## config.mk

```make
export PLATFORM = sky130hd
export DESIGN_NAME = lled_decoder
export DESIGN_NICKNAME = d
export VERILOG_FILES = /design/src/hw/lled_pkg.sv /design/src/hw/lled_cksum.sv /design/src/hw/lled_decoder.sv
export SDC_FILE = /design/constraint.sdc
export NUM_CORES = 1
export LEC_CHECK = 0
export BUFFER_PORTS_ARGS = -buffer_cell sky130_fd_sc_hd__buf_2
export CAP_MARGIN = 25
export CORE_MARGIN = 2
export CORE_UTILIZATION = 55
export DETAILED_ROUTE_END_ITERATION = 6
export GPL_TIMING_DRIVEN = 1
export PLACE_DENSITY_LB_ADDON = 0.2
export SLEW_MARGIN = 20
export SYNTH_ARGS = -nofsm -noshare
export SYNTH_HDL_FRONTEND = slang
export SYNTH_SLANG_ARGS = --single-unit
```

## constraint.sdc

```tcl
create_clock -name i_mclk -period 14.1 [get_ports i_mclk]
set_clock_uncertainty 0.2 [all_clocks]
set_input_delay 2.115 -clock i_mclk [delete_from_list [all_inputs] [get_ports i_mclk]]
set_output_delay 2.115 -clock i_mclk [all_outputs]
set_load 0.05 [all_outputs]
```

## src/hw/lled_pkg.sv

```systemverilog
/*
 * Shared constants, types and helpers for the LIN LED group command decoder.
 * Assumes a LIN frame layer on the same clock that hands over identifier
 * and data bytes one at a time.
 */
package lled_pkg;

    // ------------------------------------------------------------------
    // frame identifiers and data lengths
    // ------------------------------------------------------------------
    localparam logic [7:0] ID_COLOR_SHORT = 8'h6F;
    localparam logic [7:0] ID_LEVEL = 8'h2E;
    localparam logic [7:0] ID_DIAG = 8'h25;
    localparam logic [7:0] ID_CROSS = 8'h76;
    localparam logic [3:0] LEN_COLOR_SHORT = 4'h4;
    localparam logic [3:0] LEN_LEVEL = 4'h2;
    localparam logic [3:0] LEN_DIAG = 4'h4;
    localparam logic [3:0] LEN_CROSS = 4'h8;
    localparam logic [3:0] LEN_NONE = 4'h0;

    // ------------------------------------------------------------------
    // field positions
    // ------------------------------------------------------------------
    localparam int ADDR_SEL_BIT = 7;
    localparam int LEVEL_GRP_LSB = 4;

    // ------------------------------------------------------------------
    // apply modes and register map
    // ------------------------------------------------------------------
    localparam logic [1:0] APPLY_NOW = 2'h0;
    localparam logic [1:0] APPLY_STORE = 2'h1;
    localparam logic [1:0] APPLY_RECALL = 2'h2;
    localparam logic [1:0] APPLY_DISCARD = 2'h3;

    localparam logic [3:0] REG_CTRL = 4'h0;
    localparam logic [3:0] REG_STATUS = 4'h4;
    localparam int CTRL_CAL_EN_BIT = 0;
    localparam int CTRL_LINEAR_BIT = 1;
    localparam int CTRL_MODE_LSB = 2;
    localparam logic [3:0] CTRL_RESET = 4'h0;
    localparam logic [7:0] CNT_RESET = 8'h00;
    localparam logic [7:0] BYTE_RESET = 8'h00;

    typedef struct packed {
        logic [7:0] led1;
        logic [7:0] led2;
        logic [7:0] led3;
    } lled_rgb_s;

    typedef struct packed {
        logic [7:0] diag_coeff_1;
        logic [7:0] diag_coeff_2;
        logic [7:0] diag_coeff_3;
        logic [7:0] cross_coeff_1_2;
        logic [7:0] cross_coeff_1_3;
        logic [7:0] cross_coeff_2_1;
        logic [7:0] cross_coeff_2_3;
        logic [7:0] cross_coeff_3_1;
        logic [7:0] cross_coeff_3_2;
    } lled_coeff_s;

    typedef enum logic [1:0] {
        ST_OTP_LOAD,
        ST_IDLE,
        ST_DATA
    } lled_state_e;

    // classic checksum step: 8-bit add with end-around carry
    function automatic logic [7:0] add_wrap(input logic [7:0] a,
                                            input logic [7:0] b);
        logic [8:0] s;
        s = {1'b0, a} + {1'b0, b};
        return s[7:0] + {7'h00, s[8]};
    endfunction

endpackage : lled_pkg

```

## src/hw/lled_cksum.sv

```systemverilog
/*
 * Running classic checksum over the data bytes of one frame.
 * Assumes clear and add never come in the same cycle from the caller.
 */
module lled_cksum (
    input wire logic i_mclk,
    input wire logic i_srst,
    input wire logic i_clear,
    input wire logic i_add,
    input wire logic [7:0] i_byte,
    output logic [7:0] o_sum
);

    logic [7:0] sum_reg;
    logic [7:0] sum_next;

    // ------------------------------------------------------------------
    // accumulate
    // ------------------------------------------------------------------
    // clear wins so a new identifier always starts a fresh sum
    always_comb begin
        sum_next = sum_reg;
        if (i_clear) begin
            sum_next = lled_pkg::BYTE_RESET;
        end else if (i_add) begin
            sum_next = lled_pkg::add_wrap(sum_reg, i_byte);
        end
    end

    always_ff @(posedge i_mclk) begin
        if (i_srst) begin
            sum_reg <= lled_pkg::BYTE_RESET;
        end else begin
            sum_reg <= sum_next;
        end
    end

    assign o_sum = sum_reg;

endmodule // lled_cksum

```

## src/hw/lled_decoder.sv

```systemverilog
/*
 * LIN command decoder for an RGB LED driver: short group color frames,
 * group intensity frames and correction coefficient frames.
 * Assumes the frame layer on i_mclk gives one i_id_strobe per frame, then
 * one i_rx_strobe per data byte and one for the checksum byte; OTP values
 * are static on the same clock.
 */
// Our own choices: the plain strobed port and the address map.
// What this block does
// - group addressing: act on any matching group
// - node addressing: act on own address only
// - apply mode: now, store, recall, discard
// - short color frame: three colors, group nibble
// - color group from low code bits
// - short frames always group addressed
// - intensity group from high code bits
// - intensity frame: groups, level, fade time
// - curve bit: zero log, one linear
// - diagonal frame: address, three diagonal coefficients
// - cross frame: address, six coefficients, filler
// - coefficients load from OTP after reset
// - classic checksum over data bytes verified
// - correction enable routes colors through matrix
module lled_decoder (
    input wire logic i_mclk,
    input wire logic i_srst,
    input wire logic i_id_strobe,
    input wire logic [7:0] i_id,
    input wire logic i_rx_strobe,
    input wire logic [7:0] i_rx_byte,
    input wire logic [5:0] i_node_addr,
    input wire logic [3:0] i_group_membership_code,
    input wire lled_pkg::lled_coeff_s i_otp_coeff,
    input wire logic [3:0] i_addr,
    input wire logic [31:0] i_wdata,
    input wire logic i_wr,
    input wire logic i_rd,
    output logic [31:0] o_rdata,
    output lled_pkg::lled_rgb_s o_color,
    output logic o_color_upd,
    output logic o_through_matrix,
    output logic [3:0] o_level,
    output logic [5:0] o_fade_time,
    output logic o_curve_linear,
    output logic o_level_upd,
    output lled_pkg::lled_coeff_s o_coeff
);

    // ------------------------------------------------------------------
    // state
    // ------------------------------------------------------------------
    lled_pkg::lled_state_e state_reg, state_next;
    logic [7:0] id_reg, id_next;
    logic [3:0] idx_reg, idx_next;
    logic [7:0] buf_reg [0:7];
    logic [7:0] buf_next [0:7];
    lled_pkg::lled_rgb_s stored_reg, stored_next;
    lled_pkg::lled_rgb_s color_reg, color_next;
    logic color_upd_reg, color_upd_next;
    logic matrix_reg, matrix_next;
    logic [3:0] level_reg, level_next;
    logic [5:0] fade_reg, fade_next;
    logic linear_reg, linear_next;
    logic level_upd_reg, level_upd_next;
    lled_pkg::lled_coeff_s coeff_reg, coeff_next;
    logic [3:0] ctrl_reg, ctrl_next;
    logic [7:0] ok_cnt_reg, ok_cnt_next;
    logic [7:0] err_cnt_reg, err_cnt_next;
    logic [31:0] rdata_reg, rdata_next;

    logic [7:0] cks_sum;
    logic [3:0] exp_len;
    logic frame_end;
    logic cks_ok;
    logic color_hit;
    logic level_hit;
    logic node_hit;
    logic [1:0] apply_mode;

    // expected data byte count per identifier, zero for foreign frames
    function automatic logic [3:0] len_of(input logic [7:0] id);
        case (id)
            lled_pkg::ID_COLOR_SHORT: len_of = lled_pkg::LEN_COLOR_SHORT;
            lled_pkg::ID_LEVEL: len_of = lled_pkg::LEN_LEVEL;
            lled_pkg::ID_DIAG: len_of = lled_pkg::LEN_DIAG;
            lled_pkg::ID_CROSS: len_of = lled_pkg::LEN_CROSS;
            default: len_of = lled_pkg::LEN_NONE;
        endcase
    endfunction

    // node-or-group address check on the first data byte
    function automatic logic addr_match(input logic [7:0] d1,
                                        input logic [15:0] groups,
                                        input logic [5:0] node,
                                        input logic [3:0] code);
        if (d1[lled_pkg::ADDR_SEL_BIT]) begin
            addr_match = (d1[5:0] == node);
        end else begin
            addr_match = groups[code];
        end
    endfunction

    // ------------------------------------------------------------------
    // checksum
    // ------------------------------------------------------------------
    lled_cksum u_cksum (
        .i_mclk(i_mclk),
        .i_srst(i_srst),
        .i_clear(i_id_strobe),
        .i_add(i_rx_strobe && state_reg == lled_pkg::ST_DATA
               && idx_reg < exp_len),
        .i_byte(i_rx_byte),
        .o_sum(cks_sum)
    );

    // ------------------------------------------------------------------
    // frame decode terms
    // ------------------------------------------------------------------
    assign exp_len = len_of(id_reg);
    assign frame_end = (state_reg == lled_pkg::ST_DATA) && i_rx_strobe
                       && !i_id_strobe && (idx_reg == exp_len)
                       && exp_len != lled_pkg::LEN_NONE;
    // data sum plus checksum byte folds to all ones when intact
    assign cks_ok = lled_pkg::add_wrap(cks_sum, i_rx_byte) == 8'hFF;
    // short frames carry no node address at all
    assign color_hit = buf_reg[3][i_group_membership_code[1:0]];
    assign level_hit = buf_reg[0][lled_pkg::LEVEL_GRP_LSB
                                  + {2'b00, i_group_membership_code[3:2]}];
    // coefficient frames carry no group bytes, so group mode never hits
    assign node_hit = addr_match(buf_reg[0], 16'h0000, i_node_addr,
                                 i_group_membership_code);
    assign apply_mode = ctrl_reg[lled_pkg::CTRL_MODE_LSB +: 2];

    // ------------------------------------------------------------------
    // next state
    // ------------------------------------------------------------------
    always_comb begin
        state_next = state_reg;
        id_next = id_reg;
        idx_next = idx_reg;
        for (int k = 0; k < 8; k++) begin
            buf_next[k] = buf_reg[k];
        end
        stored_next = stored_reg;
        color_next = color_reg;
        color_upd_next = 1'b0;
        matrix_next = matrix_reg;
        level_next = level_reg;
        fade_next = fade_reg;
        linear_next = linear_reg;
        level_upd_next = 1'b0;
        coeff_next = coeff_reg;
        ok_cnt_next = ok_cnt_reg;
        err_cnt_next = err_cnt_reg;
        case (state_reg)
            lled_pkg::ST_OTP_LOAD: begin
                coeff_next = i_otp_coeff;
                state_next = lled_pkg::ST_IDLE;
            end
            lled_pkg::ST_IDLE: begin
                if (i_id_strobe) begin
                    id_next = i_id;
                    idx_next = 4'h0;
                    state_next = lled_pkg::ST_DATA;
                end
            end
            lled_pkg::ST_DATA: begin
                if (i_id_strobe) begin
                    // a new header abandons a half-received frame
                    id_next = i_id;
                    idx_next = 4'h0;
                end else if (exp_len == lled_pkg::LEN_NONE) begin
                    state_next = lled_pkg::ST_IDLE;
                end else if (i_rx_strobe && idx_reg < exp_len) begin
                    buf_next[idx_reg[2:0]] = i_rx_byte;
                    idx_next = idx_reg + 4'h1;
                end else if (frame_end) begin
                    state_next = lled_pkg::ST_IDLE;
                    if (!cks_ok) begin
                        err_cnt_next = err_cnt_reg + 8'h01;
                    end else begin
                        ok_cnt_next = ok_cnt_reg + 8'h01;
                        case (id_reg)
                            lled_pkg::ID_COLOR_SHORT: begin
                                if (color_hit) begin
                                    case (apply_mode)
                                        lled_pkg::APPLY_NOW: begin
                                            color_next = {buf_reg[0],
                                                buf_reg[1], buf_reg[2]};
                                            stored_next = color_next;
                                            color_upd_next = 1'b1;
                                        end
                                        lled_pkg::APPLY_STORE: begin
                                            stored_next = {buf_reg[0],
                                                buf_reg[1], buf_reg[2]};
                                        end
                                        lled_pkg::APPLY_RECALL: begin
                                            color_next = stored_reg;
                                            color_upd_next = 1'b1;
                                        end
                                        default: begin
                                        end
                                    endcase
                                    // snapshot of the enable per matching color frame, any apply mode
                                    matrix_next = ctrl_reg[
                                        lled_pkg::CTRL_CAL_EN_BIT];
                                end
                            end
                            lled_pkg::ID_LEVEL: begin
                                if (level_hit) begin
                                    level_next = buf_reg[0][3:0];
                                    fade_next = buf_reg[1][5:0];
                                    // either curve allowed for intensity
                                    linear_next = ctrl_reg[
                                        lled_pkg::CTRL_LINEAR_BIT];
                                    level_upd_next = 1'b1;
                                end
                            end
                            lled_pkg::ID_DIAG: begin
                                if (node_hit) begin
                                    coeff_next.diag_coeff_1 = buf_reg[1];
                                    coeff_next.diag_coeff_2 = buf_reg[2];
                                    coeff_next.diag_coeff_3 = buf_reg[3];
                                end
                            end
                            lled_pkg::ID_CROSS: begin
                                if (node_hit) begin
                                    // byte eight is filler and not checked
                                    coeff_next.cross_coeff_1_2 = buf_reg[1];
                                    coeff_next.cross_coeff_1_3 = buf_reg[2];
                                    coeff_next.cross_coeff_2_1 = buf_reg[3];
                                    coeff_next.cross_coeff_2_3 = buf_reg[4];
                                    coeff_next.cross_coeff_3_1 = buf_reg[5];
                                    coeff_next.cross_coeff_3_2 = buf_reg[6];
                                end
                            end
                            default: begin
                            end
                        endcase
                    end
                end
            end
            default: state_next = lled_pkg::ST_IDLE;
        endcase
    end

    // ------------------------------------------------------------------
    // register port
    // ------------------------------------------------------------------
    // unmapped reads return zero; the slave never stalls
    always_comb begin
        ctrl_next = ctrl_reg;
        rdata_next = 32'h0000_0000;
        if (i_wr && i_addr == lled_pkg::REG_CTRL) begin
            ctrl_next = i_wdata[3:0];
        end
        if (i_rd) begin
            case (i_addr)
                lled_pkg::REG_CTRL: rdata_next = {28'h000_0000, ctrl_reg};
                lled_pkg::REG_STATUS: begin
                    rdata_next = {16'h0000, err_cnt_reg, ok_cnt_reg};
                end
                default: rdata_next = 32'h0000_0000;
            endcase
        end
    end

    // ------------------------------------------------------------------
    // registers
    // ------------------------------------------------------------------
    always_ff @(posedge i_mclk) begin
        if (i_srst) begin
            state_reg <= lled_pkg::ST_OTP_LOAD;
            id_reg <= lled_pkg::BYTE_RESET;
            idx_reg <= 4'h0;
            for (int k = 0; k < 8; k++) begin
                buf_reg[k] <= lled_pkg::BYTE_RESET;
            end
            stored_reg <= '0;
            color_reg <= '0;
            color_upd_reg <= 1'b0;
            matrix_reg <= 1'b0;
            level_reg <= 4'h0;
            fade_reg <= 6'h00;
            linear_reg <= 1'b0;
            level_upd_reg <= 1'b0;
            coeff_reg <= '0;
            ctrl_reg <= lled_pkg::CTRL_RESET;
            ok_cnt_reg <= lled_pkg::CNT_RESET;
            err_cnt_reg <= lled_pkg::CNT_RESET;
            rdata_reg <= 32'h0000_0000;
        end else begin
            state_reg <= state_next;
            id_reg <= id_next;
            idx_reg <= idx_next;
            for (int k = 0; k < 8; k++) begin
                buf_reg[k] <= buf_next[k];
            end
            stored_reg <= stored_next;
            color_reg <= color_next;
            color_upd_reg <= color_upd_next;
            matrix_reg <= matrix_next;
            level_reg <= level_next;
            fade_reg <= fade_next;
            linear_reg <= linear_next;
            level_upd_reg <= level_upd_next;
            coeff_reg <= coeff_next;
            ctrl_reg <= ctrl_next;
            ok_cnt_reg <= ok_cnt_next;
            err_cnt_reg <= err_cnt_next;
            rdata_reg <= rdata_next;
        end
    end

    assign o_rdata = rdata_reg;
    assign o_color = color_reg;
    assign o_color_upd = color_upd_reg;
    assign o_through_matrix = matrix_reg;
    assign o_level = level_reg;
    assign o_fade_time = fade_reg;
    assign o_curve_linear = linear_reg;
    assign o_level_upd = level_upd_reg;
    assign o_coeff = coeff_reg;

    logic short_end;
    assign short_end = frame_end && cks_ok
                       && id_reg == lled_pkg::ID_COLOR_SHORT && color_hit;
endmodule // lled_decoder

```

==> metrics, run 1 <==
Worst Setup SP=i_rx_byte[0]; CP top delay family=compound AO/OA/AOI/OAI gates; Critical Path RT=14.26 ns; primary flip-flop cell chosen by synthesis mapping=dfxtp_1; Slew Limit Fails=0; # port buffers=237; CTS sink cnt=248; CP endpoint kind=flop; Detailed Route Iter0 Violations=655; Fmax=0.1355 GHz; Synth Warn #=0; die width=148.6 um; DP HPWL=21.82 mm; met1 wire length=14.40 mm; Synth cell types=71; adder-cell share of the synthesized area=2.242%; core box area=0.02036 sq mm; met2 WL=14.62 mm; Seq pwr share=42.8%; CTS Buffer Depth=3; flops & latches, synth=248; Hold Crit Endpoint=id_reg[7]; WHS Path Cells=2; VDD IR max=0.08498 mV; H-tree levels=1; met3 WL=1.938 mm; Routability Congestion=0.9086; Synth Area in Simple Gates=17.35%; row cnt=52; setup bufs post-CTS=0; worst-path fanout max=49; Hold WC Path Type=flop to flop; Leak=5.526 nW; Die ar.=0.02208 sq mm; clock share of power=41.1%; cells after synthesis=1,209; Area contributors post-synth=dfxtp_1 43%, mux2i_1 12%, nor3_1 4.5%; worst reg2reg endpoint=o_coeff[28]; Internal=0.001243 W; Routed WL=32.15 mm; CP max stage delay=0.53 ns; Synth Cell Area=0.01150 sq mm; DR DRC count=0; DR vias=9,983; hold buffers post-CTS=0; Net Sw Power=0.0005003 W; post-layout util=66.84%; final hold slack=0.2602 ns; Clk Latency, worst-skew pair=0.53 ns; worst reg2reg path depth=16; most common library cell in the layout ignoring fill and taps=dfxtp_1; post-synthesis compound-gate area fraction=16.55%; CTS resizes=0; Min-Delay Startpoint=id_reg[7]; top-level port count=282; Tot Pwr=0.001744 W; CTS tree=yes; Top Metal Used=met4; crit path cell chain=buf_2, ha_1, fa_1, a211o_1, a311oi_2, o21bai_1, a21o_1, ha_1, ha_1, xnor2_1, nor4b_2, o211ai_4, a2111oi_4, buf_4, or2_2, buf_4, a211oi_1; register area share after synthesis=43.18%; GRT Util Overall=28.03%; slowest CP cell=buf_4; Starting Density=56.46%; Final WS setup=6.722 ns; crit path DAT=7.54 ns; Clock Tree Root=clkbuf_16; Worst-path clk slew=0.07 ns; Avg Inst Size Synth=9.510 sq um; Setup crit start kind=input pin; combinational power share=16.1%; initial antenna violation count=3; Worst R2R Start=u_cksum.o_sum[0]; CP Class=input pin to flop; Worst-Margin Slew=1.019 ns; pin count of the biggest net entering global routing=130; final setup TNS=0 ns; Setup WS pre-CTS=6.284 ns; TritonRoute pass-1 iters=5; RSZ-0062 raised after global routing=false; status=complete, no violations; async set-reset flop share out of synthesis=0%; grt total ovfl=0; CP most frequent cell=ha_1; Max-Cap Viols=0; per-cell routed wire length=19.03 um; vias per cell=5.911; post-synthesis mux area share=14.53%; XOR/XNOR Fraction of Synth Area=1.219%; first-pass GRT wire length=50.07 mm; sw frac=28.69%; post-route ant nets=0; Final Cycle Share=52.32%; Num CTS Buffers=26; Post-synth EDFFs=0; Synth top area share=43.18%; Critical path buffers and inverters=3; share of layout cells above drive strength 1=25.76%; Final #Nets=1,557; most frequent cells in the layout=248 x dfxtp_1, 236 x buf_2, 134 x mux2i_1, 127 x nor2_1, 104 x nor3_1; largest area contributor in the netlist=dfxtp_1; Area growth syn-to-layout=18.39%; Finish-stage setup viols=0; reg2reg setup slack=8.30 ns; max reg flops=72; largest family of logic cells by synthesized area=simple AND/OR/NAND/NOR gates; pwr dens=128.1 mW/mm^2; Final Hold Fails=0; Die Y=148.6 um; fin crit period=7.378 ns; vias in the first global route=9,467; Slew HR=32.09%
[power groups by stage]
stage	registers [W]	clock network [W]	logic, W
finish	0.000746	0.000716	0.000281
global route	0.000749	0.000756	0.000298
CTS	0.000746	0.000726	0.000280
detailed placement	0.000761	0	0.000280
global placement	0.000760	0	0.000276
floorplan	0.000850	0	0.000122
[per-stage QoR]
| step | instances | instance area [sq um] |
|---|---|---|
| 3_3_place_gp | 1638 | 12680 |
| 4_1_cts | 1686 | 13590 |
| 2_1_floorplan | 1224 | 11550 |
| 3_5_place_dp | 1638 | 12680 |
| 5_1_grt | 1689 | 13610 |
| 6_report | 1689 | 13610 |
[final cells by class]
cell class / count / area (sq um)
Antenna cell: 2 / 5.005
Clock buffer: 39 / 780.7
Clock inverter: 9 / 125.1
Fill cell: 1702 / 6753
Inverter: 13 / 48.80
Multi-Input combinational cell: 859 / 6067
Sequential cell: 248 / 4965
Tap cell: 270 / 337.8
Timing Repair Buffer: 249 / 1282
[worst max path at each step]
stage,to,depth (start not counted)
2_1_floorplan,o_color[10],15
3_3_place_gp,o_coeff[6],17
3_5_place_dp,o_coeff[28],17
4_1_cts,o_coeff[16],17
5_1_grt,o_coeff[4],17
6_report,o_coeff[28],17
[logic make-up (layout without fill, tap and decap cells)]
| family | after synthesis | after routing |
|---|---|---|
| AND/OR/NAND/NOR | 403 | 403 |
| flip-flops | 248 | 248 |
| AO/OA/AOI/OAI | 242 | 242 |
| multiplexers | 162 | 162 |
| buffers and inverters | 117 | 310 |
| adder cells (fa/ha/maj) | 20 | 20 |
| XOR/XNOR | 16 | 16 |
| other | 1 | 18 |
[Yosys cell counts, drive strengths merged, types with 24 or more instances]
library cell  instances
nor2                127
dfxtp               248
clkbuf               64
a221oi               24
and2                 37
nand3                47
nor3                105
a211oi               56
nand2                32
buf                  40
mux2i               135
mux2                 26
a21oi                77
o21ai                29
[routing by layer]
metal	GRT usage, %	vias to the layer above
met2	43.89	336
li1	-	4763
met3	4.141	75
met1	39.00	4809
met4	11.38	0
met5	0	-
[worst reg2reg max path, cell delays in order, from the launching register on]
cell and delay, ns:
dfxtp_1 0.32, ha_1 0.22, fa_1 0.45, a211o_1 0.32, a311oi_2 0.39, o21bai_1 0.13, a21o_1 0.21, ha_1 0.30
ha_1 0.30, xnor2_1 0.28, nor4b_2 0.39, o211ai_4 0.22, a2111oi_4 0.35, buf_4 0.52, or2_2 0.33, buf_4 0.53
a211oi_1 0.20
Power figures use the tool's default switching activity.
==> run 2: changes to the inputs <==
- CORE_UTILIZATION: 55 -> 49
- clock period: 14.1 -> 6.4 ns (I/O delays scaled with it)
==> metrics, run 2 (synthesized netlist as in run 1, its figures left out) <==
status=complete, no violations (unchanged); Final Cycle Share=81.65%; Slew Limit Fails=0 (unchanged); DR vias=9,775 (was 9,983); vias per cell=5.592 (was 5.911); Clk Latency, worst-skew pair=0.54 ns (was 0.53 ns); RSZ-0062 raised after global routing=false (unchanged); pwr dens=278.7 mW/mm^2 (was 128.1 mW/mm^2); pin count of the biggest net entering global routing=82 (was 130); CP endpoint kind=flop (unchanged); most frequent cells in the layout=248 x dfxtp_1, 236 x buf_2, 134 x mux2i_1, 127 x nor2_1, 104 x nor3_1 (unchanged); DP HPWL=22.49 mm (was 21.82 mm); Min-Delay Startpoint=o_fade_time[0] (was id_reg[7]); Setup crit start kind=input pin (unchanged); setup bufs post-CTS=0 (unchanged); max reg flops=72 (unchanged); GRT Util Overall=25.25% (was 28.03%); CP most frequent cell=ha_1 (unchanged); Slew HR=32.14% (was 32.09%); first-pass GRT wire length=49.53 mm (was 50.07 mm); Die ar.=0.02471 sq mm (was 0.02208 sq mm); post-route ant nets=0 (unchanged); VDD IR max=0.2056 mV (was 0.08498 mV); Max-Cap Viols=0 (unchanged); crit path cell chain=buf_2, ha_1, fa_1, a211o_1, a311oi_2, o21bai_1, a21o_1, ha_1, ha_1, xnor2_1, nor4b_2, o211ai_4, a2111oi_4, buf_4, nor3_1, a211oi_1 (was buf_2, ha_1, fa_1, a211o_1, a311oi_2, o21bai_1, a21o_1, ha_1, ha_1, xnor2_1, nor4b_2, o211ai_4, a2111oi_4, buf_4, or2_2, buf_4, a211oi_1); worst-path fanout max=48 (was 49); Leak=5.573 nW (was 5.526 nW); Worst-Margin Slew=1.018 ns (was 1.019 ns); Critical Path RT=6.63 ns (was 14.26 ns); CP Class=input pin to flop (unchanged); post-layout util=59.01% (was 66.84%); share of layout cells above drive strength 1=26.09% (was 25.76%); # port buffers=237 (unchanged); core box area=0.02326 sq mm (was 0.02036 sq mm); Worst Setup SP=i_rx_byte[0] (unchanged); Layout fillers=2,097 (was 1,702); Final Hold Fails=0 (unchanged); Die Y=157.2 um (was 148.6 um); CTS resizes=0 (unchanged); crit path DAT=5.46 ns (was 7.54 ns); Fmax=0.1914 GHz; Num CTS Buffers=27 (was 26); Worst-path clk slew=0.06 ns (was 0.07 ns); top-level port count=282 (unchanged); Worst R2R Start=u_cksum.o_sum[0] (unchanged); H-tree levels=1 (unchanged); vias in the first global route=9,023 (was 9,467); Area growth syn-to-layout=19.40% (was 18.39%); CTS tree=yes (unchanged); Tot Pwr=0.003826 W (was 0.001744 W); Hold WC Path Type=flop to flop (unchanged); fin crit period=5.225 ns; TritonRoute pass-1 iters=7 (was 5); Starting Density=49.42% (was 56.46%); Final #Nets=1,567 (was 1,557); initial antenna violation count=3 (unchanged); CP max stage delay=0.52 ns (was 0.53 ns); Finish-stage setup viols=0 (unchanged); Clock Tree Root=clkbuf_16 (unchanged); DR DRC count=0 (unchanged); hold buffers post-CTS=0 (unchanged); CTS sink cnt=248 (unchanged); final setup TNS=0 ns (unchanged); die width=157.2 um (was 148.6 um); Routability Congestion=0.8954 (was 0.9086); most common library cell in the layout ignoring fill and taps=dfxtp_1 (unchanged); row cnt=56 (was 52); grt total ovfl=0 (unchanged); slowest CP cell=buf_4 (unchanged); CTS Buffer Depth=3 (unchanged); Detailed Route Iter0 Violations=700 (was 655); Routed WL=32.69 mm (was 32.15 mm); per-cell routed wire length=18.70 um (was 19.03 um)
[run 2: cell count changes in the layout (fill, tap and decap cells not counted)]
cell,before,now
buf_4,12,19
buf_12,0,2
clkbuf_1,6,8
clkinvlp_4,2,0
bufinv_16,3,2
diode_2,2,3
inv_6,0,1
o2111ai_2,0,1
o2111ai_4,1,0
[run 2: layout make-up]
cell class	instances	area [sq um]	area share, %
clock buffer	41	788.3	5.742
multi-input combinational	859	6056	44.11
sequential	248	4965	36.16
timing repair buffer	258	1375	10.02
clock inverter	7	88.84	0.6471
antenna	3	7.507	0.05468
tap	319	399.1	2.907
inverter	13	48.80	0.3554
[run 2: where the power goes]
part | internal, W | switching (W) | leakage, nW | total (W)
clock | 0.000925 | 0.000629 | 0.434 | 0.00155
combinational | 0.000176 | 0.000453 | 3.12 | 0.000629
sequential | 0.00161 | 0.0000345 | 2.02 | 0.00164
[run 2: through the flow]
step	setup WS [ns]	std cells	hold WS, ns	area [sq um]
2_1_floorplan	1.287	1224	0.2398	11550
3_3_place_gp	0.7530	1696	0.2515	12840
3_5_place_dp	0.6320	1696	0.2682	12840
4_1_cts	1.194	1744	0.2770	13710
5_1_grt	0.8730	1747	0.2951	13730
6_report	1.175	1748	0.2783	13730
[run 2: path summary, 6_finish.rpt]
path	end	slack [ns]	depth (start not counted)
max	o_coeff[21]	1.17	16
min	o_fade_time[0]	0.28	2
max reg2reg	o_coeff[21]	1.46	15
min reg2reg	o_fade_time[0]	0.28	2
[run 2: metal layers]
metal / vias to the layer above / wire (um) / track usage (%)
met5: - / 0 / 0
met4: 0 / 846 / 7.835
met3: 50 / 2158 / 3.992
met2: 309 / 14920 / 39.99
met1: 4624 / 14770 / 35.39
li1: 4792 / - / -
[run 2: worst max-delay path, delay by kind of cell]
kind	cells	cell delay, ns
AOI/OAI and AO/OA	7	1.87
buffers and inverters	2	0.66
xor gates and xnor gates	1	0.26
adders and majority gates	4	1.16
and+or+nand+nor	2	0.48
